`src/rmsc_pkg.sv`:
```
// constants, types and shared helpers of the radio mode state control block
package rmsc_pkg;

   // ***************************************************************
   // clock and timing
   // ***************************************************************
   localparam int CLK_MHZ = 250;
   localparam int CE_MIN_US = 10;
   localparam int CE_MIN_CYC = CE_MIN_US * CLK_MHZ;
   localparam int CE_CNT_W = 12;
   localparam int CD_MIN_US = 128;
   localparam int CD_MIN_CYC = CD_MIN_US * CLK_MHZ;
   localparam int CD_CNT_W = 16;
   localparam int ARD_STEP_US = 250;
   localparam int ARD_STEP_CYC = ARD_STEP_US * CLK_MHZ;
   localparam int ARD_CNT_W = 20;

   // ***************************************************************
   // register map
   // ***************************************************************
   localparam logic [31:0] CFG_ADDR = 32'h0000_0000;
   localparam logic [31:0] STS_ADDR = 32'h0000_0004;
   localparam int CFG_PWR_BIT = 0;
   localparam int CFG_PRX_BIT = 1;
   localparam int CFG_AA_BIT = 2;
   localparam int CFG_ARC_LSB = 4;
   localparam int CFG_ARD_LSB = 8;
   localparam int STS_MODE_LSB = 0;
   localparam int STS_RCNT_LSB = 4;
   localparam int STS_MAXRT_BIT = 8;
   localparam int STS_CD_BIT = 9;
   localparam logic [31:0] CFG_RESET = 32'h0000_0000;

   // ***************************************************************
   // operating modes
   // ***************************************************************
   typedef enum logic [2:0] {
      MODE_PWR_DOWN,
      MODE_STBY1,
      MODE_STBY2,
      MODE_TX,
      MODE_RX
   } rmsc_mode_t;

   // filtered level of a three-stage synchroniser
   function automatic logic rmsc_agree(input logic held, input logic s2, input logic s3);
      return (s2 == s3) ? s3 : held;
   endfunction

endpackage

```
`src/rmsc_top.sv`:
```
// radio operating-mode state machine with its ahb-lite register slave
//
// Decided for this implementation: the AHB-Lite register port and the placing of the registers.
`timescale 1ns/100ps
module rmsc_top #(
   parameter int ARD_STEP_CYC = rmsc_pkg::ARD_STEP_CYC,
   parameter int CD_FILT_CYC = rmsc_pkg::CD_MIN_CYC
) (
   input wire logic CLK_I,
   input wire logic RST_N_I,
   input wire logic CLK_EN_I,
   input wire logic HSEL_I,
   input wire logic [31:0] HADDR_I,
   input wire logic [1:0] HTRANS_I,
   input wire logic HWRITE_I,
   input wire logic [2:0] HSIZE_I,
   input wire logic [31:0] HWDATA_I,
   input wire logic HREADY_I,
   output logic [31:0] HRDATA_O,
   output logic HREADYOUT_O,
   output logic HRESP_O,
   input wire logic CE_PIN_I,
   input wire logic RF_DETECT_I,
   input wire logic TX_FIFO_EMPTY_I,
   input wire logic RX_FIFO_FULL_I,
   input wire logic PKT_SENT_I,
   input wire logic PKT_NO_ACK_I,
   input wire logic ACK_RCVD_I,
   input wire logic ACK_TIMEOUT_I,
   input wire logic RX_PKT_VALID_I,
   input wire logic RX_PKT_NO_ACK_I,
   output logic [2:0] MODE_O,
   output logic TX_GO_O,
   output logic RX_STORE_O,
   output logic RX_DROP_O,
   output logic CARRIER_DETECT_O,
   output logic IRQ_N_O
);

   // ***************************************************************
   // state
   // ***************************************************************
   typedef struct packed {
      rmsc_pkg::rmsc_mode_t mode;
      logic ce_s1;
      logic ce_s2;
      logic ce_s3;
      logic ce;
      logic [rmsc_pkg::CE_CNT_W-1:0] ce_cnt;
      logic power_up_bit;
      logic primary_receive_select;
      logic auto_ack_enable;
      logic [3:0] retransmit_limit;
      logic [3:0] retransmit_delay;
      logic [3:0] retry_count;
      logic retry_exhausted_flag;
      logic retry_pend;
      logic wait_ack;
      logic [rmsc_pkg::ARD_CNT_W-1:0] ard_cnt;
      logic ph_act;
      logic ph_wr;
      logic [31:0] ph_addr;
      logic hready;
      logic [31:0] hrdata;
      logic tx_go;
      logic rx_store;
      logic rx_drop;
      logic irq_n;
   } rmsc_state_t;

   rmsc_state_t st_reg;
   rmsc_state_t st_next;
   logic carrier_detect;
   logic ce_long;
   logic [rmsc_pkg::ARD_CNT_W-1:0] ard_last;
   logic [31:0] wdat;

   // mode after a finished packet or a received acknowledge
   function automatic rmsc_pkg::rmsc_mode_t after_packet(input logic ce, input logic empty);
      if (!ce) begin
         return rmsc_pkg::MODE_STBY1;
      end else if (!empty) begin
         return rmsc_pkg::MODE_TX;
      end else begin
         return rmsc_pkg::MODE_STBY2;
      end
   endfunction

   rmsc_cd_filter #(
      .FILT_CYC(CD_FILT_CYC)
   ) rmsc_cd_filter_i (
      .clk_i(CLK_I),
      .rst_n_i(RST_N_I),
      .clk_en_i(CLK_EN_I),
      .rf_raw_i(RF_DETECT_I),
      .rx_active_i(st_reg.mode == rmsc_pkg::MODE_RX),
      .cd_o(carrier_detect)
   );

   assign ce_long = st_reg.ce &&
      (st_reg.ce_cnt == rmsc_pkg::CE_CNT_W'(rmsc_pkg::CE_MIN_CYC));
   assign ard_last = rmsc_pkg::ARD_CNT_W'(({16'h0000, st_reg.retransmit_delay} + 20'h00001) *
      ARD_STEP_CYC - 1);
   assign wdat = HWDATA_I;

   always_comb begin
      st_next = st_reg;
      st_next.tx_go = 1'b0;
      st_next.rx_store = 1'b0;
      st_next.rx_drop = 1'b0;

      // ***************************************************************
      // chip-enable pin synchroniser and pulse timer
      // ***************************************************************
      st_next.ce_s1 = CE_PIN_I;
      st_next.ce_s2 = st_reg.ce_s1;
      st_next.ce_s3 = st_reg.ce_s2;
      st_next.ce = rmsc_pkg::rmsc_agree(st_reg.ce, st_reg.ce_s2, st_reg.ce_s3);
      if (!st_reg.ce) begin
         st_next.ce_cnt = '0;
      end else if (!ce_long) begin
         st_next.ce_cnt = st_reg.ce_cnt + 1'b1;
      end

      // ***************************************************************
      // ahb-lite slave, one wait state per transfer
      // ***************************************************************
      // the wait state lets a write land before any following read samples it
      if (st_reg.ph_act) begin
         st_next.ph_act = 1'b0;
         st_next.hready = 1'b1;
         st_next.hrdata = 32'h0000_0000;
         if (st_reg.ph_wr) begin
            if (st_reg.ph_addr == rmsc_pkg::CFG_ADDR) begin
               st_next.power_up_bit = wdat[rmsc_pkg::CFG_PWR_BIT];
               st_next.primary_receive_select = wdat[rmsc_pkg::CFG_PRX_BIT];
               st_next.auto_ack_enable = wdat[rmsc_pkg::CFG_AA_BIT];
               st_next.retransmit_limit = wdat[rmsc_pkg::CFG_ARC_LSB +: 4];
               st_next.retransmit_delay = wdat[rmsc_pkg::CFG_ARD_LSB +: 4];
            end else if (st_reg.ph_addr == rmsc_pkg::STS_ADDR &&
                         wdat[rmsc_pkg::STS_MAXRT_BIT]) begin
               st_next.retry_exhausted_flag = 1'b0;
            end
         end else if (st_reg.ph_addr == rmsc_pkg::CFG_ADDR) begin
            st_next.hrdata[rmsc_pkg::CFG_PWR_BIT] = st_reg.power_up_bit;
            st_next.hrdata[rmsc_pkg::CFG_PRX_BIT] = st_reg.primary_receive_select;
            st_next.hrdata[rmsc_pkg::CFG_AA_BIT] = st_reg.auto_ack_enable;
            st_next.hrdata[rmsc_pkg::CFG_ARC_LSB +: 4] = st_reg.retransmit_limit;
            st_next.hrdata[rmsc_pkg::CFG_ARD_LSB +: 4] = st_reg.retransmit_delay;
         end else if (st_reg.ph_addr == rmsc_pkg::STS_ADDR) begin
            st_next.hrdata[rmsc_pkg::STS_MODE_LSB +: 3] = st_reg.mode;
            st_next.hrdata[rmsc_pkg::STS_RCNT_LSB +: 4] = st_reg.retry_count;
            st_next.hrdata[rmsc_pkg::STS_MAXRT_BIT] = st_reg.retry_exhausted_flag;
            st_next.hrdata[rmsc_pkg::STS_CD_BIT] = carrier_detect;
         end
      end else if (HSEL_I && HTRANS_I[1] && HREADY_I) begin
         st_next.ph_act = 1'b1;
         st_next.ph_wr = HWRITE_I;
         st_next.ph_addr = HADDR_I;
         st_next.hready = 1'b0;
      end

      // ***************************************************************
      // operating mode machine
      // ***************************************************************
      case (st_reg.mode)
         rmsc_pkg::MODE_PWR_DOWN: begin
            if (st_reg.power_up_bit) begin
               st_next.mode = rmsc_pkg::MODE_STBY1;
            end
         end
         rmsc_pkg::MODE_STBY1: begin
            if (st_reg.primary_receive_select) begin
               if (st_reg.ce) begin
                  st_next.mode = rmsc_pkg::MODE_RX;
               end
            end else if (st_reg.retry_pend) begin
               if (!st_reg.auto_ack_enable) begin
                  st_next.retry_pend = 1'b0;
               end else if (st_reg.ard_cnt == ard_last) begin
                  st_next.retry_pend = 1'b0;
                  st_next.retry_count = st_reg.retry_count + 1'b1;
                  st_next.mode = rmsc_pkg::MODE_TX;
                  st_next.tx_go = 1'b1;
               end else begin
                  st_next.ard_cnt = st_reg.ard_cnt + 1'b1;
               end
            end else if (ce_long && !TX_FIFO_EMPTY_I) begin
               // qualified pulse with payload starts transmit
               st_next.mode = rmsc_pkg::MODE_TX;
               st_next.tx_go = 1'b1;
               st_next.retry_count = 4'h0;
            end else if (st_reg.ce && TX_FIFO_EMPTY_I) begin
               st_next.mode = rmsc_pkg::MODE_STBY2;
            end
         end
         rmsc_pkg::MODE_STBY2: begin
            // chip-enable low or role change leaves standby-II
            if (!st_reg.ce || st_reg.primary_receive_select) begin
               st_next.mode = rmsc_pkg::MODE_STBY1;
            end else if (!TX_FIFO_EMPTY_I) begin
               // new payload sends on its own
               st_next.mode = rmsc_pkg::MODE_TX;
               st_next.tx_go = 1'b1;
               st_next.retry_count = 4'h0;
            end
         end
         rmsc_pkg::MODE_TX: begin
            // hold transmit until the packet is out
            if (PKT_SENT_I) begin
               if (st_reg.primary_receive_select) begin
                  st_next.mode = st_reg.ce ? rmsc_pkg::MODE_RX : rmsc_pkg::MODE_STBY1;
               end else if (st_reg.auto_ack_enable && !PKT_NO_ACK_I) begin
                  // wait for the acknowledge in receive
                  st_next.mode = rmsc_pkg::MODE_RX;
                  st_next.wait_ack = 1'b1;
               end else if (st_reg.auto_ack_enable) begin
                  st_next.mode = rmsc_pkg::MODE_STBY1;
               end else begin
                  st_next.mode = after_packet(st_reg.ce, TX_FIFO_EMPTY_I);
                  st_next.tx_go = (st_next.mode == rmsc_pkg::MODE_TX);
                  st_next.retry_count = 4'h0;
               end
            end
         end
         rmsc_pkg::MODE_RX: begin
            if (st_reg.wait_ack) begin
               // a pending acknowledge keeps receive even with chip-enable low
               if (ACK_RCVD_I) begin
                  st_next.wait_ack = 1'b0;
                  st_next.mode = after_packet(st_reg.ce, TX_FIFO_EMPTY_I);
                  st_next.tx_go = (st_next.mode == rmsc_pkg::MODE_TX);
                  st_next.retry_count = 4'h0;
               end else if (ACK_TIMEOUT_I) begin
                  st_next.wait_ack = 1'b0;
                  st_next.mode = rmsc_pkg::MODE_STBY1;
                  // retry or give up past the limit
                  if (st_reg.retry_count < st_reg.retransmit_limit) begin
                     st_next.retry_pend = 1'b1;
                     st_next.ard_cnt = '0;
                  end else begin
                     st_next.retry_exhausted_flag = 1'b1;
                  end
               end
            end else if (!st_reg.ce || !st_reg.primary_receive_select) begin
               st_next.mode = rmsc_pkg::MODE_STBY1;
            end else if (RX_PKT_VALID_I) begin
               if (RX_FIFO_FULL_I) begin
                  st_next.rx_drop = 1'b1;
               end else begin
                  st_next.rx_store = 1'b1;
                  if (st_reg.auto_ack_enable && !RX_PKT_NO_ACK_I) begin
                     st_next.mode = rmsc_pkg::MODE_TX;
                     st_next.tx_go = 1'b1;
                  end
               end
            end
         end
         default: begin
            st_next.mode = rmsc_pkg::MODE_PWR_DOWN;
         end
      endcase

      // without auto-ack nothing waits or retries
      if (!st_reg.auto_ack_enable && st_reg.wait_ack) begin
         st_next.wait_ack = 1'b0;
         st_next.tx_go = 1'b0;
         st_next.mode = rmsc_pkg::MODE_STBY1;
      end

      if (!st_reg.power_up_bit) begin
         st_next.mode = rmsc_pkg::MODE_PWR_DOWN;
         st_next.wait_ack = 1'b0;
         st_next.retry_pend = 1'b0;
         st_next.tx_go = 1'b0;
      end

      st_next.irq_n = !st_next.retry_exhausted_flag;
   end

   always_ff @(posedge CLK_I or negedge RST_N_I) begin
      if (!RST_N_I) begin
         st_reg <= '0;
         st_reg.mode <= rmsc_pkg::MODE_PWR_DOWN;
         st_reg.power_up_bit <= rmsc_pkg::CFG_RESET[rmsc_pkg::CFG_PWR_BIT];
         st_reg.hready <= 1'b1;
         st_reg.irq_n <= 1'b1;
      end else if (CLK_EN_I) begin
         st_reg <= st_next;
      end
   end

   // ***************************************************************
   // outputs
   // ***************************************************************
   assign HRDATA_O = st_reg.hrdata;
   assign HREADYOUT_O = st_reg.hready;
   assign HRESP_O = 1'b0;
   assign MODE_O = st_reg.mode;
   assign TX_GO_O = st_reg.tx_go;
   assign RX_STORE_O = st_reg.rx_store;
   assign RX_DROP_O = st_reg.rx_drop;
   assign CARRIER_DETECT_O = carrier_detect;
   assign IRQ_N_O = st_reg.irq_n;

endmodule

```
`src/rmsc_cd_filter.sv`:
```
// carrier detect filter: synchroniser and minimum-presence counter
`timescale 1ns/100ps
module rmsc_cd_filter #(
   parameter int FILT_CYC = rmsc_pkg::CD_MIN_CYC
) (
   input wire logic clk_i,
   input wire logic rst_n_i,
   input wire logic clk_en_i,
   input wire logic rf_raw_i,
   input wire logic rx_active_i,
   output logic cd_o
);

   typedef struct packed {
      logic s1;
      logic s2;
      logic s3;
      logic lvl;
      logic [rmsc_pkg::CD_CNT_W-1:0] cnt;
      logic cd;
   } rmsc_cdf_t;

   rmsc_cdf_t cdf_reg;
   rmsc_cdf_t cdf_next;

   always_comb begin
      cdf_next = cdf_reg;
      cdf_next.s1 = rf_raw_i;
      cdf_next.s2 = cdf_reg.s1;
      cdf_next.s3 = cdf_reg.s2;
      cdf_next.lvl = rmsc_pkg::rmsc_agree(cdf_reg.lvl, cdf_reg.s2, cdf_reg.s3);
      if (!rx_active_i || !cdf_reg.lvl) begin
         cdf_next.cnt = '0;
         cdf_next.cd = 1'b0;
      end else if (cdf_reg.cnt == rmsc_pkg::CD_CNT_W'(FILT_CYC - 1)) begin
         cdf_next.cd = 1'b1;
      end else begin
         cdf_next.cnt = cdf_reg.cnt + 1'b1;
      end
   end

   always_ff @(posedge clk_i or negedge rst_n_i) begin
      if (!rst_n_i) begin
         cdf_reg <= '0;
      end else if (clk_en_i) begin
         cdf_reg <= cdf_next;
      end
   end

   assign cd_o = cdf_reg.cd;

endmodule

```
`config.mk`:
```
export PLATFORM = sky130hd
export DESIGN_NAME = rmsc_top
export DESIGN_NICKNAME = d
export VERILOG_FILES = /design/src/rmsc_pkg.sv /design/src/rmsc_top.sv /design/src/rmsc_cd_filter.sv
export SDC_FILE = /design/constraint.sdc
export NUM_CORES = 1
export LEC_CHECK = 0
export BUFFER_PORTS_ARGS = -buffer_cell sky130_fd_sc_hd__buf_2
export CORE_ASPECT_RATIO = 0.5
export CORE_MARGIN = 1
export CORE_UTILIZATION = 53
export CTS_CLUSTER_SIZE = 10
export DETAILED_ROUTE_END_ITERATION = 16
export MAX_ROUTING_LAYER = met4
export PLACE_DENSITY = 0.73
export SLEW_MARGIN = 0
export SYNTH_ARGS = -nofsm -noshare
export SYNTH_HDL_FRONTEND = slang
export SYNTH_SLANG_ARGS = --single-unit
```
`constraint.sdc`:
```
create_clock -name CLK_I -period 10.45 [get_ports CLK_I]
set_input_delay 2.09 -clock CLK_I [delete_from_list [all_inputs] [get_ports CLK_I]]
set_output_delay 2.09 -clock CLK_I [all_outputs]
set_load 0.1 [all_outputs]
```
# Word-level counts from Yosys, hierarchy flattened
# Index checks and enable logic that the tools add are counted.
# totals
reg_bits,128
input_bits,85
elab_cells,246
# classes
n_addsub,6
mul,1
order_cmp,1
n_eq_ne,51
muxes,114
bitwise_logic,1
reduce_logical,41
# op_table
cell,n
$mux W20,6
$mux W3,36
$mux W4,12
$pmux W20 S2,1
$mux W1,37
$ne A6 B6 Y1 const B,6
$mux W35,1
$eq A32 B3 Y1 const B,1
$logic_not A32 Y1,1
$ne A2 B2 Y1 const B,16
$mux W27,1
$mux W12,2
$ne A3 B3 Y1 const B,8
$mux W23,1
$add A20 B1 Y20 const B,1
$eq A20 B20 Y1,1
$sub A20 B1 Y20 const B,1
$mul A5 B14 Y18 const B,1
$mux W17,1
$add A16 B1 Y16 const B,1
$eq A16 B15 Y1 const B,1
$mux W16,1
$pmux W4 S4,1
$pmux W3 S5,1
other kinds (35),76

# Logic depth before layout (Yosys ltp)
# Gate-level depths: netlist (run 1).
# depth
word_depth,15
depth_mapped,21
mapped_depth_nobuf,19

# Cells and area by module
# Synthesis (run 1) repeated with hierarchy kept, for this count alone.
# hier_totals
cells_unflattened,883
hier_area_um2,8328.0
# by_module_without_submodules
module,n_inst,cells_per_inst,area_each_um2,seq_area_each_um2
rmsc_top,1,768,7200.7,2680.1
rmsc_cd_filter,1,115,1127.3,525.5

# Worst setup path after synthesis (run 1)
# No wires, ideal clock.
# synth_timing
path_type,reg2reg
from,register st_reg[99] (netlist name)
to,register st_reg[94] (netlist name)
setup_time_ns,0.127
t_arrival_ns,5.291
slack_ns,5.032
path_stages_with_launch,16
period_less_slack_ns,5.418
cell_sequence,dfrtp_1 > ha_1 > xor2_1 > ha_1 > fa_1 > fa_1 > ha_1 > a221o_1 > xor2_1 > xnor2_1 > or4b_1 > a2111oi_0 > and4b_1 > and2_1 > a31o_2 > mux2_1
# synth_between
elab_chain_len,6
# synth_lines
element,line,source
start: declaration,rmsc_top.sv:71,rmsc_state_t st_reg;
start signal: assignment,rmsc_top.sv:289,st_reg <= st_next;
$add A4 B1 Y5,rmsc_top.sv:102,"assign ard_last = rmsc_pkg::ARD_CNT_W'(({16'h0000, st_reg.retransmit_delay} + 20'h00001) *"
$mul A5 B14 Y18,rmsc_top.sv:102,
$sub A20 B1 Y20,rmsc_top.sv:103,ARD_STEP_CYC - 1);
$eq A20 B20 Y1,rmsc_top.sv:180,end else if (st_reg.ard_cnt == ard_last) begin
$ne A3 B3 Y1 (no source line),n/a,
$reduce_and A14 Y1 (no source line),n/a,
# No other way between the ends.
# A chain may end at the register's enable or synchronous reset.

# Worst setup path after layout (run 1)
# layout_timing
from,register st_reg[98] (netlist name)
to,register st_reg[92] (netlist name)
# layout_between
elab_chain_len,10
# layout_lines
element,line,source
$add A4 B1 Y5,rmsc_top.sv:102,
$mul A5 B14 Y18,rmsc_top.sv:102,
$sub A20 B1 Y20,rmsc_top.sv:103,
$eq A20 B20 Y1,rmsc_top.sv:180,
$mux W1,rmsc_top.sv:180,
$mux W1,rmsc_top.sv:178,if (!st_reg.auto_ack_enable) begin
$mux W1,rmsc_top.sv:177,end else if (st_reg.retry_pend) begin
$mux W1,rmsc_top.sv:173,if (st_reg.primary_receive_select) begin
$pmux W1 S2,rmsc_top.sv:166,case (st_reg.mode)
$mux W2,rmsc_top.sv:271,if (!st_reg.power_up_bit) begin
# No other way between the ends. The select of a mux whose other input is x is not followed.

==> results of run 1 <==
[layer usage]
layer | wire [um] | vias up | share of wire
met5 | 0 | - | 0
met4 | 189 | 0 | 0.011
met3 | 648 | 22 | 0.036
met2 | 8590 | 149 | 0.48
met1 | 8380 | 3203 | 0.47
li1 | - | 3146 | -
[how the worst max path moves through the flow]
stage	from	end	slack (ns)	cells past startpoint
finish	st_reg[98]	st_reg[92]	3.79	15
floorplan	st_reg[99]	st_reg[94]	5.03	15
global route	st_reg[98]	st_reg[92]	3.37	15
global placement	st_reg[98]	st_reg[92]	3.97	15
CTS	st_reg[98]	st_reg[92]	3.81	15
detailed placement	st_reg[98]	st_reg[92]	3.82	15
[report_power, final]
group	leakage (nW)	switching [mW]	internal [mW]
clock network	0.294	0.240	0.380
registers	1.60	0.0888	0.566
logic	2.32	0.277	0.158
[final cells by class]
class,count,area share
repair buffers,83,0.0465
clock buffers,18,0.0467
flip-flops and latches,128,0.349
multi-input cells,650,0.499
well taps,198,0.0269
clock inverters,14,0.0195
inverters,30,0.0122
[logic make-up after synthesis]
logic type | count (synthesis)
xor+xnor | 61
other cells | 1
flops | 128
simple gates | 308
compound gates | 171
fa+ha+maj | 41
buf+inv | 100
mux | 47
[critical path, cell delays in order (launching register included)]
cell and delay [ns]:
dfrtp_1 0.64, ha_1 0.37, xor2_1 0.65, ha_1 0.37, fa_1 0.54, fa_1 0.43
ha_1 0.34, a221o_1 0.36, xor2_1 0.37, xnor2_1 0.16, or4b_1 0.49, a2111oi_0 0.41
and4b_1 0.37, a31o_2 0.48, nand2b_2 0.38, o221ai_1 0.16
[cell usage in the layout (no fill, tap or decap), types with 5 or more instances in the layout]
master,netlist,layout
buf_2,4,78
nor3b_1,5,5
o21ai_0,51,51
xor2_1,26,26
or2_2,6,6
a21oi_1,24,24
a21o_1,13,13
nor2b_1,8,8
xnor2_1,33,33
nand4_1,14,14
clkbuf_16,0,17
buf_4,40,5
nor3_1,17,17
nand3_1,26,26
or3_1,9,9
nand2_1,73,73
inv_6,0,5
fa_1,6,6
ha_1,35,35
and3_1,27,27
a31oi_1,5,5
a22o_1,13,13
inv_1,29,29
conb_1,1,22
dfrtp_1,126,126
nor2_1,66,66
nand2b_1,12,12
nor4_1,16,16
mux2_2,42,42
a211o_1,9,9
[metrics by stage]
stage,area (um^2),setup WS (ns),instances,utilization,hold slack (ns)
after global placement,8590,3.97,1089,0.578,0.460
after global routing,9190,3.37,1121,0.619,0.499
final,9190,3.79,1121,0.619,0.474
after CTS,9190,3.81,1121,0.619,0.476
after detailed placement,8590,3.82,1089,0.578,0.466
after floorplan,8340,5.03,878,-,0.470
==> impl_summary.md, run 1 <==
Clock network
The number of levels in the clock H-tree is 4. TritonCTS built the clock tree. In this run the deepest clock path goes through 2 buffers. In this run, post-CTS hold repair placed 0 buffers. The number of CTS-inserted buffers is 17. After clock tree synthesis, the clock-pin slew on the worst setup and hold paths is 0.06 ns.

The post-cts resize count is 0. The tree is rooted in a clkbuf_16. The number of sinks on the clock net is 128.

Clock latency on the worst-skew pair, taken at its later pin, is between 0.4 and 0.5 ns. The total setup buffers inserted after CTS is 0.

Global routing
The global routing usage summed across all routing layers is 0.238. The met2 track demand over resource is 0.383. The first-pass GRT wire length is 29900 um. The number of global-route vias before repair is around 6400. Entering global routing, the biggest net connects between 70 and 80 pins. The global-route congestion overflow total is 0. The global routing met1 resource utilization is 0.303. The met3 track demand over resource is 0.0522.

The most congested layer reported by global routing is met2. The initial antenna violation count came to 0.

Min path
The startpoint identified for the worst hold timing path is HREADYOUT_O. The terminating pin of the worst hold path is HREADYOUT_O. The class of the worst hold path is flop to flop.

The hold-critical path depth is 2.

Logic synthesis
Of the total synthesized cell area, the portion taken by XOR and XNOR cells is 0.0680. After technology mapping, the gate count stands at about 860. The biggest area contributor in the post-synthesis netlist is dfrtp_1. Of all flip-flops after synthesis, the portion carrying an async set or reset was 1.00. Of the total synthesized cell area, the portion taken by AND, OR, NAND and NOR gates is 0.195. For this run, the register share of the synthesized area comes to 0.388. Sorting the synthesized cells by area gives the leading types as dfrtp_1 (38%), mux2_2 (5.7%), ha_1 (5.3%). The share of the synthesized area in the top cell type is 0.382. The number of enable flip-flop cells after synthesis is 0. The post-synthesis adder-cell area fraction is 0.0675.

The most common flop cell mapped by yosys is dfrtp_1. Measured against the total synthesized area, the mux share comes to 0.0640. The synthesis-stage register bit count is around 130. The Yosys step of the flow raised 0 warnings. The most repeated cell in the gate-level netlist after synthesis is dfrtp_1. The synthesized area is around 8300 um^2.

The average cell area after synthesis is approximately 9.6 um^2. The commonest cells after synthesis are dfrtp_1 (126), nand2_1 (73), nor2_1 (66), o21ai_0 (51), mux2_2 (42). The largest family of logic cells by synthesized area is simple AND/OR/NAND/NOR gates. The number of different library cells used by synthesis comes to a little over 80. The compound-gate portion of the synthesized area is 0.151.

Timing
Static timing analysis puts the maximum clock frequency at approximately 150 MHz. Setup total negative slack on the finished layout was measured at 0 ns. The number of max-slew violations in the final report is 0.

The transition time at the pin with the least slew margin is roughly 1.1 ns. Setup repair after global routing left no endpoint under its margin. Subtracting the final worst setup slack from the clock period gives 6.66 ns.

The post-route clock skew is roughly 0.012 ns. The count of endpoints failing hold in the final timing report is 0. The remaining max-slew budget at the tightest pin is 0.240. Setup violations remaining at the end of the flow were counted as 0.

The share of the clock period used by the worst path is 0.638.

Floorplanning
The die is roughly 90 um tall. For this configuration, the core starts out at a cell density of 0.556. The floorplan step defined a die boundary enclosing around 16000 um^2. Pin placement for this block handled around 130 I/O pins. The floorplan step set the die width to around 180 um. The row count is 31. The region available for standard cell placement spans ~15000 um^2.

Worst setup path
The endpoint type of the worst setup path is a flop. The required time at the worst-slack endpoint is ~11 ns. The sort of element at the start of the critical path is a flop. The setup path with the least slack is of type flop to flop.

Counting cells, the worst reg-to-reg path comes to 15. The endpoint identified for the worst register-to-register timing path is st_reg[92]. At the worst endpoint, the arrival time is slightly below 7 ns. The startpoint identified for the worst register-to-register timing path is st_reg[98]. The worst-path maximum fanout is 22. The register-to-register setup slack is ~3.8 ns.

Detailed routing
After detailed routing, the number of vias per cell comes to between 5 and 6. After detailed routing, the number of remaining DRC violations is 0. The final route contains around 6500 vias. The remaining antenna violation count after routing is 0. The first-pass iteration count of the detailed router is 5. The wire length reported by the detailed router is around 18000 um. The routed length per instance is 15.9 um. The number of design-rule violations left by the first detailed-router iteration is 440.

Finish
0 antenna diodes ended up in the layout. The combined flip-flop and latch cell area is between 3000 and 4000 um^2. The multi-input combinational cell area is 4590 um^2. The number of fill cells is 1233. At the end of the flow, the number of nets in the layout was about 1000. The relative area change from synthesis to final layout is 11.2%. The register with the most flip-flops in the layout has 86 of them.

Of the cells placed in the final design, the portion with a size suffix greater than 1 is 0.199.

Placement
Once detailed placement completed, the half-perimeter wirelength came to between 10000 and 15000 um. The number of input and output port buffers inserted is 79. The congestion estimate from routability-driven global placement came to roughly 0.90.

Power and ir drop
IR analysis of the VDD net gives a maximum drop of approximately 0.13 mV. Dividing total power by cell area gives a power density of around 190 nW/um^2. For this design the static power due to leakage is around 4.2 nW. The final total power is 1.71 mW.

Flow run
The max-cap check violation count is 0.

Status
The run finished with clean final reports.
No activity file was read; power rests on OpenSTA's default activity.
==> inputs of run 2 (changes only) <==
--- a/config.mk
+++ b/config.mk
@@ -5,6 +5,7 @@
 export SDC_FILE = /design/constraint.sdc
 export NUM_CORES = 1
 export LEC_CHECK = 0
+export ABC_AREA = 1
 export BUFFER_PORTS_ARGS = -buffer_cell sky130_fd_sc_hd__buf_2
 export CORE_ASPECT_RATIO = 0.5
 export CORE_MARGIN = 1
@@ -12,7 +13,7 @@
 export CTS_CLUSTER_SIZE = 10
 export DETAILED_ROUTE_END_ITERATION = 16
 export MAX_ROUTING_LAYER = met4
-export PLACE_DENSITY = 0.73
+export PLACE_DENSITY = 0.76
 export SLEW_MARGIN = 0
 export SYNTH_ARGS = -nofsm -noshare
 export SYNTH_HDL_FRONTEND = slang
==> constraint.sdc (replaced) <==
create_clock -name CLK_I -period 5.7 [get_ports CLK_I]
set_input_delay 1.14 -clock CLK_I [delete_from_list [all_inputs] [get_ports CLK_I]]
set_output_delay 1.14 -clock CLK_I [all_outputs]
set_load 0.1 [all_outputs]
==> run 2 against run 1 <==
Effect of this change: maximum frequency increased by 27%; cell area increased by 2.8%; worst hold slack got worse by 0.0067 ns; wire length increased by 13%; sequential cell count unchanged; first-iteration DRC count increased by 43%; synthesized area increased by 2.5%; final cell count increased by 29%; combinational power increased by 31%.
==> impl_summary.md, run 2 <==
Status
The flow ran to the end, and the final reports show no timing, DRC or antenna violations.

Logic synthesis
The largest area contributor in the netlist is dfrtp_1. The gate count after technology mapping was 1169 (+36%). The synthesis warning total is 0 (unchanged). The synthesized area came to 8470 um^2 (+2.5%). The most common flop cell mapped by yosys is dfrtp_1. In the post-synthesis netlist, the biggest area contributors are dfrtp_1 (37%), nand2_1 (15%), inv_1 (5.5%). The average cell area after synthesis is 7.24 um^2 (-25%). The number of enable flip-flop cells after synthesis was 0 (unchanged). The share of the synthesized area in the top cell type is 0.372 (-0.00919). The count of distinct cell types in the synthesized netlist is 52 (-37%).

In the post-synthesis netlist, the cell with the most instances is nand2_1. The synthesis-stage register bit count is 128 (unchanged). The sequential share of the synthesized area is 0.379 (-0.00934). Ranked by instance count, the synthesized netlist is headed by nand2_1 (345), dfrtp_1 (126), inv_1 (124), nor2_1 (104), nand3_1 (81). The share of synthesized flip-flops with an asynchronous set or reset is 1.00 (unchanged).

Clock network
The clock insertion delay at the later pin of the skew report is 0.42 ns (about the same). The number of hold buffers added after cts is 0 (unchanged). The post-cts resize count is 0 (unchanged). The total setup buffers inserted after CTS is 0 (unchanged). The clock-pin transition on the worst setup and hold timing paths is 0.07 ns (about the same). The number of sinks on the clock net came to 128 (unchanged). TritonCTS built the clock tree.

The number of levels in the clock H-tree came to 4 (unchanged). The root buffer selected by CTS is clkbuf_16. The number of buffers between clock root and the deepest sink is 2 (unchanged). The number of CTS-inserted buffers came to 17 (unchanged).

Global routing
The global-route congestion overflow total is 0 (unchanged). The largest net degree at the start of global routing is 75 (+5.6%). The first-pass GRT wire length is 34500 um (+15%). The initial antenna violation count is 0 (unchanged). The number of global-route vias before repair was 7342 (+15%). The global routing usage summed across all routing layers was 0.265 (+0.0266).

Detailed routing
The remaining antenna violation count after routing is 0 (unchanged). The via count is 7713 (+18%). The wire length reported by the detailed router is 20100 um (+13%).

The first-pass iteration count of the detailed router is 6 (+1). The number of design-rule violations left by the first detailed-router iteration is 630 (+43%). The DRC violations left is 0 (unchanged). The routed length per instance is 13.9 um (-13%). The via density per instance is 5.33 (-8.4%).

Worst setup path
The sort of element at the start of the critical path is a flop. The register-to-register setup slack was 0.45 ns (-3.33 ns). The endpoint of the lowest-slack register-to-register path is st_reg[79]. The required time at the worst-slack endpoint came to 6.06 ns (-4.66 ns).

The endpoint type of the worst setup path is a flop. The worst-path maximum fanout is 20 (-9.1%). The setup path with the least slack is of type flop to flop. The signal arrival time at the worst endpoint is 5.60 ns (-1.34 ns). The startpoint of the worst-slack reg-to-reg timing path is st_reg[99]. The worst-case reg-to-reg path depth is 27 (+12).

Min path
The class of the worst hold path is flop to flop. The terminating pin of the worst hold path is rmsc_cd_filter_i.cdf_reg[5]. The hold-critical path depth was 1 (-1). The worst hold path begins at rmsc_cd_filter_i.cdf_reg[5].

Timing
The remaining max-slew budget at the tightest pin is 0.382 (+0.142). The count of endpoints failing hold in the final timing report is 0 (unchanged). The number of max-slew violations in the final report is 0 (unchanged). The final sum of negative setup slack is 0 ns (unchanged). The minimum period implied by the final worst setup slack was 5.25 ns (-1.42 ns). The maximum clock frequency is 191 MHz (+27%). The share of the clock period used by the worst path is 0.921 (+0.283). The transition time at the pin with the least slew margin is 0.926 ns (-0.213 ns). Setup repair after global routing left no endpoint under its margin. The post-route clock skew is 0.0157 ns (+0.00325 ns). The count of endpoints failing setup in the final report is 0 (unchanged).

Finish
The most common cell after layout, fill and taps aside is nand2_1. In the layout the commonest cells are nand2_1 (345), dfrtp_1 (126), inv_1 (124). The final cell area excluding filler cells is 9450 um^2 (+2.8%). The relative area change from synthesis to final layout is 11.6%.

The count of placed standard cells in the final layout, fillers left out was 1447 (+29%). The flip-flop count of the largest register after layout came to 86 (unchanged). The fraction of layout instances using a drive strength above 1 is 0.120 (-0.0795).

The final-stage net count is 1356 (+31%). The final antenna diode count is 0 (unchanged).

Power and ir drop
The leakage power of the design is 4.72 nW (+12%). The final total power is 2.73 mW (+60%). The maximum VDD drop is 0.209 mV (+61%). The ratio of total power to cell area is 289 nW/um^2 (+56%).

Floorplanning
The horizontal extent of the die came to 181 um (+1.2%). The floorplan die height is 91.4 um (+1.2%). The area of the die is 16500 um^2 (+2.4%).

The starting utilization of the core area was 0.547 (-0.00979). The number of top-level pins came to 127 (unchanged). The row count was 32 (+3.2%). The core region area is 15500 um^2 (+4.3%).

Placement
The number of input and output port buffers inserted came to 79 (unchanged). The detailed-placement wirelength estimate was 14700 um (+17%). The global placement routability congestion came to 0.935 (+3.9%).

The cell area after placement is 8860 um^2 (+3.2%). The cell count after placement came to 1415 (+30%).

Flow run
The max-cap check violation count is 0 (unchanged).
==> run 2: cell types whose count changed in the layout (fill, tap and decap cells not counted), moves of 27 or more <==
cell | previous run | this run
inv_1 | 29 | 124
and3_1 | 27 | 0
mux2_2 | 42 | 0
nand2_1 | 73 | 345
nand3_1 | 26 | 81
nor2_1 | 66 | 104
==> run 2: cells by family (layout without fill, tap and decap cells) <==
group	after synthesis	after routing	synth area share
simple gates	634	634	0.323
buf+inv	199	252	0.107
other cells	1	22	0.000443
compound gates	132	132	0.0903
fa+ha+maj	41	41	0.0659
flops	128	128	0.379
xor+xnor	34	34	0.0352
==> run 2: how the worst max path moves through the flow <==
stage	cells past startpoint	slack [ns]	from	to
2_1_floorplan	26	1.27	st_reg[99]	st_reg[73]
3_3_place_gp	27	0.60	st_reg[99]	st_reg[77]
3_5_place_dp	27	0.47	st_reg[99]	st_reg[76]
4_1_cts	27	0.47	st_reg[99]	st_reg[77]
5_1_grt	27	0.03	st_reg[99]	st_reg[74]
6_report	27	0.45	st_reg[99]	st_reg[79]
==> run 2: cell type report <==
cell class	instances	area, um^2
Tap cell	204	255
Fill cell	1376	6040
Timing Repair Buffer	87	458
Clock buffer	17	425
Clock inverter	15	166
Sequential cell	128	3210
Multi-Input combinational cell	863	4440
Inverter	133	504
==> run 2: power by group <==
part | internal, mW | switching [mW]
Sequential | 0.997 | 0.0828
Clock | 0.622 | 0.463
Combinational | 0.140 | 0.430
==> run 2: metal layers <==
metal,up-vias,track usage,routed length [um]
li1,3869,-,-
met1,3563,0.342,9260
met2,241,0.425,9380
met3,40,0.0445,1030
met4,0,0.0890,407
met5,-,-,0
==> run 2: stage by stage <==
step	util	hold slack [ns]	setup WS, ns
global placement	0.572	0.450	0.599
global route	0.610	0.497	0.0311
CTS	0.610	0.466	0.471
floorplan	-	0.433	1.27
detailed placement	0.572	0.457	0.473
finish	0.610	0.467	0.453
==> run 2: critical path: stages, from the launching register on <==
cell and delay [ns]:
dfrtp_1 0.49, ha_1 0.31, nand2_1 0.10, inv_2 0.07
nor2_2 0.34, fa_1 0.51, inv_1 0.09, fa_1 0.42
inv_1 0.07, ha_1 0.23, ha_1 0.36, a21oi_1 0.17
a21boi_0 0.29, nand2_1 0.12, nand2_1 0.10, nand2_1 0.09
nor3_1 0.13, nand2_1 0.08, xor2_1 0.13, nand3_1 0.10
nor2_2 0.22, nand2_2 0.12, nand3_2 0.08, nand2_2 0.06
nand2_1 0.07, buf_4 0.27, nand2_1 0.09, nand2_1 0.06
==> inputs of run 3 (changes only) <==
--- a/config.mk
+++ b/config.mk
@@ -13,7 +13,7 @@
 export CTS_CLUSTER_SIZE = 10
 export DETAILED_ROUTE_END_ITERATION = 16
 export MAX_ROUTING_LAYER = met4
-export PLACE_DENSITY = 0.76
+export PLACE_DENSITY = 0.78
 export SLEW_MARGIN = 0
 export SYNTH_ARGS = -nofsm -noshare
 export SYNTH_HDL_FRONTEND = slang
==> run 3 against run 2 <==
Effect of this change: final cell count increased by 0.28%; via count rose by 1.2%; clock-buffer cell count unchanged; highest routed layer unchanged.
==> impl_summary.md, run 3 (synthesis gave the netlist of run 2 again) <==
Status
The run finished with clean final reports.

Clock network
The clock-pin transition on the worst setup and hold timing paths came to 0.07 ns (about the same). The clock insertion delay at the later pin of the skew report is 0.42 ns (about the same). The number of levels in the clock H-tree came to 4 (unchanged). The root buffer selected by CTS is clkbuf_16. TritonCTS built the clock tree. The number of CTS-inserted buffers is 17 (unchanged). The number of hold buffers added after cts is 0 (unchanged). The post-cts resize count came to 0 (unchanged). The number of buffers between clock root and the deepest sink is 2 (unchanged).

The total setup buffers inserted after CTS was 0 (unchanged). The number of sinks on the clock net was 128 (unchanged).

Global routing
The initial antenna violation count is 3 (+3). The global routing usage summed across all routing layers is 0.267 (+0.00182). The number of global-route vias before repair is 7404 (+0.84%). The global-route congestion overflow total is 0 (unchanged). The first-pass GRT wire length is 34700 um (+0.74%). The largest net degree at the start of global routing is 81 (+8.0%).

Power and ir drop
The ratio of total power to cell area came to 290 nW/um^2 (+0.16%). The final total power is 2.74 mW (+0.34%). The internal portion of total power is 1.76 mW (about the same).

The switching share of power is 0.359 (+0.00206). The clock network power share is 0.398 (about the same). The sequential fraction of design power is 0.394 (about the same). The leakage power of the design is 4.73 nW (+0.20%). The net switching power is 0.985 mW (+0.91%).

The portion of total power attributed to combinational logic was 0.209 (about the same). The maximum VDD drop is 0.187 mV (-10%).

Worst setup path
The required time at the worst-slack endpoint is 6.05 ns (about the same). The worst-path maximum fanout is 20 (unchanged). The worst setup path is captured at a flop. The startpoint identified for the worst register-to-register timing path is st_reg[99].

The startpoint-to-endpoint class of the critical path is flop to flop. The critical path starts at st_reg[99]. The sort of element at the start of the critical path is a flop.

The signal arrival time at the worst endpoint is 5.62 ns (+0.02 ns).

Timing
The count of endpoints failing setup in the final report was 0 (unchanged). The remaining max-slew budget at the tightest pin came to 0.332 (-0.0500). The maximum clock frequency is 190 MHz (-0.39%).

The final sum of negative setup slack was 0 ns (unchanged). The minimum period implied by the final worst setup slack is 5.27 ns (+0.0207 ns). The count of endpoints failing hold in the final timing report is 0 (unchanged). The transition time at the pin with the least slew margin is 1.00 ns (+0.0751 ns). The number of max-slew violations in the final report is 0 (unchanged). The post-route clock skew is 0.00944 ns (-0.00621 ns). The final worst slack was 0.432 ns (-0.0207 ns). The share of the clock period used by the worst path is 0.924 (+0.00363).

Setup repair after global routing left no endpoint under its margin.

Finish
The combined flip-flop and latch cell area is 3210 um^2 (unchanged). The flip-flop count of the largest register after layout is 86 (unchanged). The fraction of layout instances using a drive strength above 1 is 0.121 (+0.000707). In the layout the commonest cells are nand2_1 (345), dfrtp_1 (126), inv_1 (124). The multi-input combinational cell area is 4440 um^2 (unchanged).

The most common cell after layout, fill and taps aside is nand2_1. The final cell area excluding filler cells is 9470 um^2 (+0.17%). The final-stage net count was 1357 (+0.074%).

The area growth from synthesis to layout is 11.8%. The number of fill cells is 1426 (+3.6%).

Min path
The startpoint identified for the worst hold timing path is rmsc_cd_filter_i.cdf_reg[5]. The min-delay analysis places its worst path in the category flop to flop.

Flow run
The max-cap check violation count is 0 (unchanged).

Detailed routing
The via count is 7805 (+1.2%). The number of design-rule violations left by the first detailed-router iteration is 695 (+10%). The wire length reported by the detailed router is 20600 um (+2.6%). The remaining antenna violation count after routing is 0 (unchanged). The DRC violations left is 0 (unchanged). The routed length per instance is 14.2 um (+2.3%). The first-pass iteration count of the detailed router was 6 (unchanged). The via density per instance is 5.38 (+0.91%).

Floorplanning
The starting utilization of the core area is 0.547 (unchanged). The row count is 32 (unchanged). The horizontal extent of the die came to 181 um (unchanged). The area of the die came to 16500 um^2 (unchanged). The number of top-level pins is 127 (unchanged). The core region area is 15500 um^2 (unchanged). The floorplan die height is 91.4 um (unchanged).

Placement
The cell area after placement is 8870 um^2 (about the same). The post-place setup slack is 0.576 ns (+0.103 ns). The global placement routability congestion is 0.966 (+3.3%). The number of input and output port buffers inserted is 79 (unchanged). The detailed-placement wirelength estimate is 15000 um (+2.5%).
[run 3: cell count changes in the layout (fill, tap and decap cells not counted), sizes merged]
| cell | previous run | this run |
|---|---|---|
| clkinv | 6 | 7 |
| buf | 87 | 88 |
| clkinvlp | 3 | 2 |
| diode | 0 | 3 |
[run 3: path summary, 6_finish.rpt]
| kind | end | depth (start not counted) | slack, ns |
|---|---|---|---|
| worst max-delay path | st_reg[76] | 27 | 0.43 |
| worst min-delay path | rmsc_cd_filter_i.cdf_reg[5] | 1 | 0.46 |
| worst max register to register | st_reg[76] | 27 | 0.43 |
| worst min register to register | rmsc_cd_filter_i.cdf_reg[5] | 1 | 0.46 |
| max in group asynchronous | rmsc_cd_filter_i.cdf_reg[7] | 2 | 3.63 |
| min in group asynchronous | st_reg[84] | 1 | 0.87 |
[run 3: cell type report]
type | instances | area share
antenna | 3 | 0.000793
clock inverter | 15 | 0.0177
inverter | 133 | 0.0533
multi-input combinational | 863 | 0.469
sequential | 128 | 0.339
timing repair buffer | 88 | 0.0492
tap | 204 | 0.0270
clock buffer | 17 | 0.0449
[run 3: worst max-delay path, stage by stage (launching register included)]
cell,delay [ns]
dfrtp_1,0.54
ha_1,0.29
nand2_1,0.09
inv_2,0.13
nor2_2,0.09
fa_1,0.52
inv_1,0.06
fa_1,0.49
inv_1,0.04
ha_1,0.29
ha_1,0.37
a21oi_1,0.17
a21boi_0,0.33
nand2_1,0.14
nand2_1,0.10
nand2_1,0.09
nor3_1,0.13
nand2_1,0.08
xor2_1,0.13
nand3_1,0.10
nor2_2,0.24
nand2_2,0.12
nand3_2,0.08
nand2_2,0.06
nand2_1,0.06
buf_4,0.26
nand2_1,0.08
nand2_1,0.07
[run 3: stage by stage]
step	utilization	instances	hold slack, ns
2_1_floorplan	-	1190	0.433
3_3_place_gp	0.572	1416	0.450
3_5_place_dp	0.572	1416	0.455
4_1_cts	0.611	1448	0.464
5_1_grt	0.611	1451	0.493
6_report	0.611	1451	0.463
[run 3: routing by layer]
layer  global-route usage  routed length [um]  vias to the layer above
met1                0.339                9460                     3663
met2                0.442                9720                      244
li1                     -                   -                     3866
met5                    -                   0                        -
met4               0.0698                 267                        0
met3               0.0469                1150                       32
[run 3: power by group through the flow]
stage | Clock, mW | Sequential, mW | Combinational [mW]
6_report | 1.09 | 1.08 | 0.572
5_1_grt | 1.14 | 1.09 | 0.631
4_1_cts | 1.10 | 1.08 | 0.569
3_5_place_dp | 0 | 1.09 | 0.564
3_3_place_gp | 0 | 1.09 | 0.556
2_1_floorplan | 0 | 1.09 | 0.436
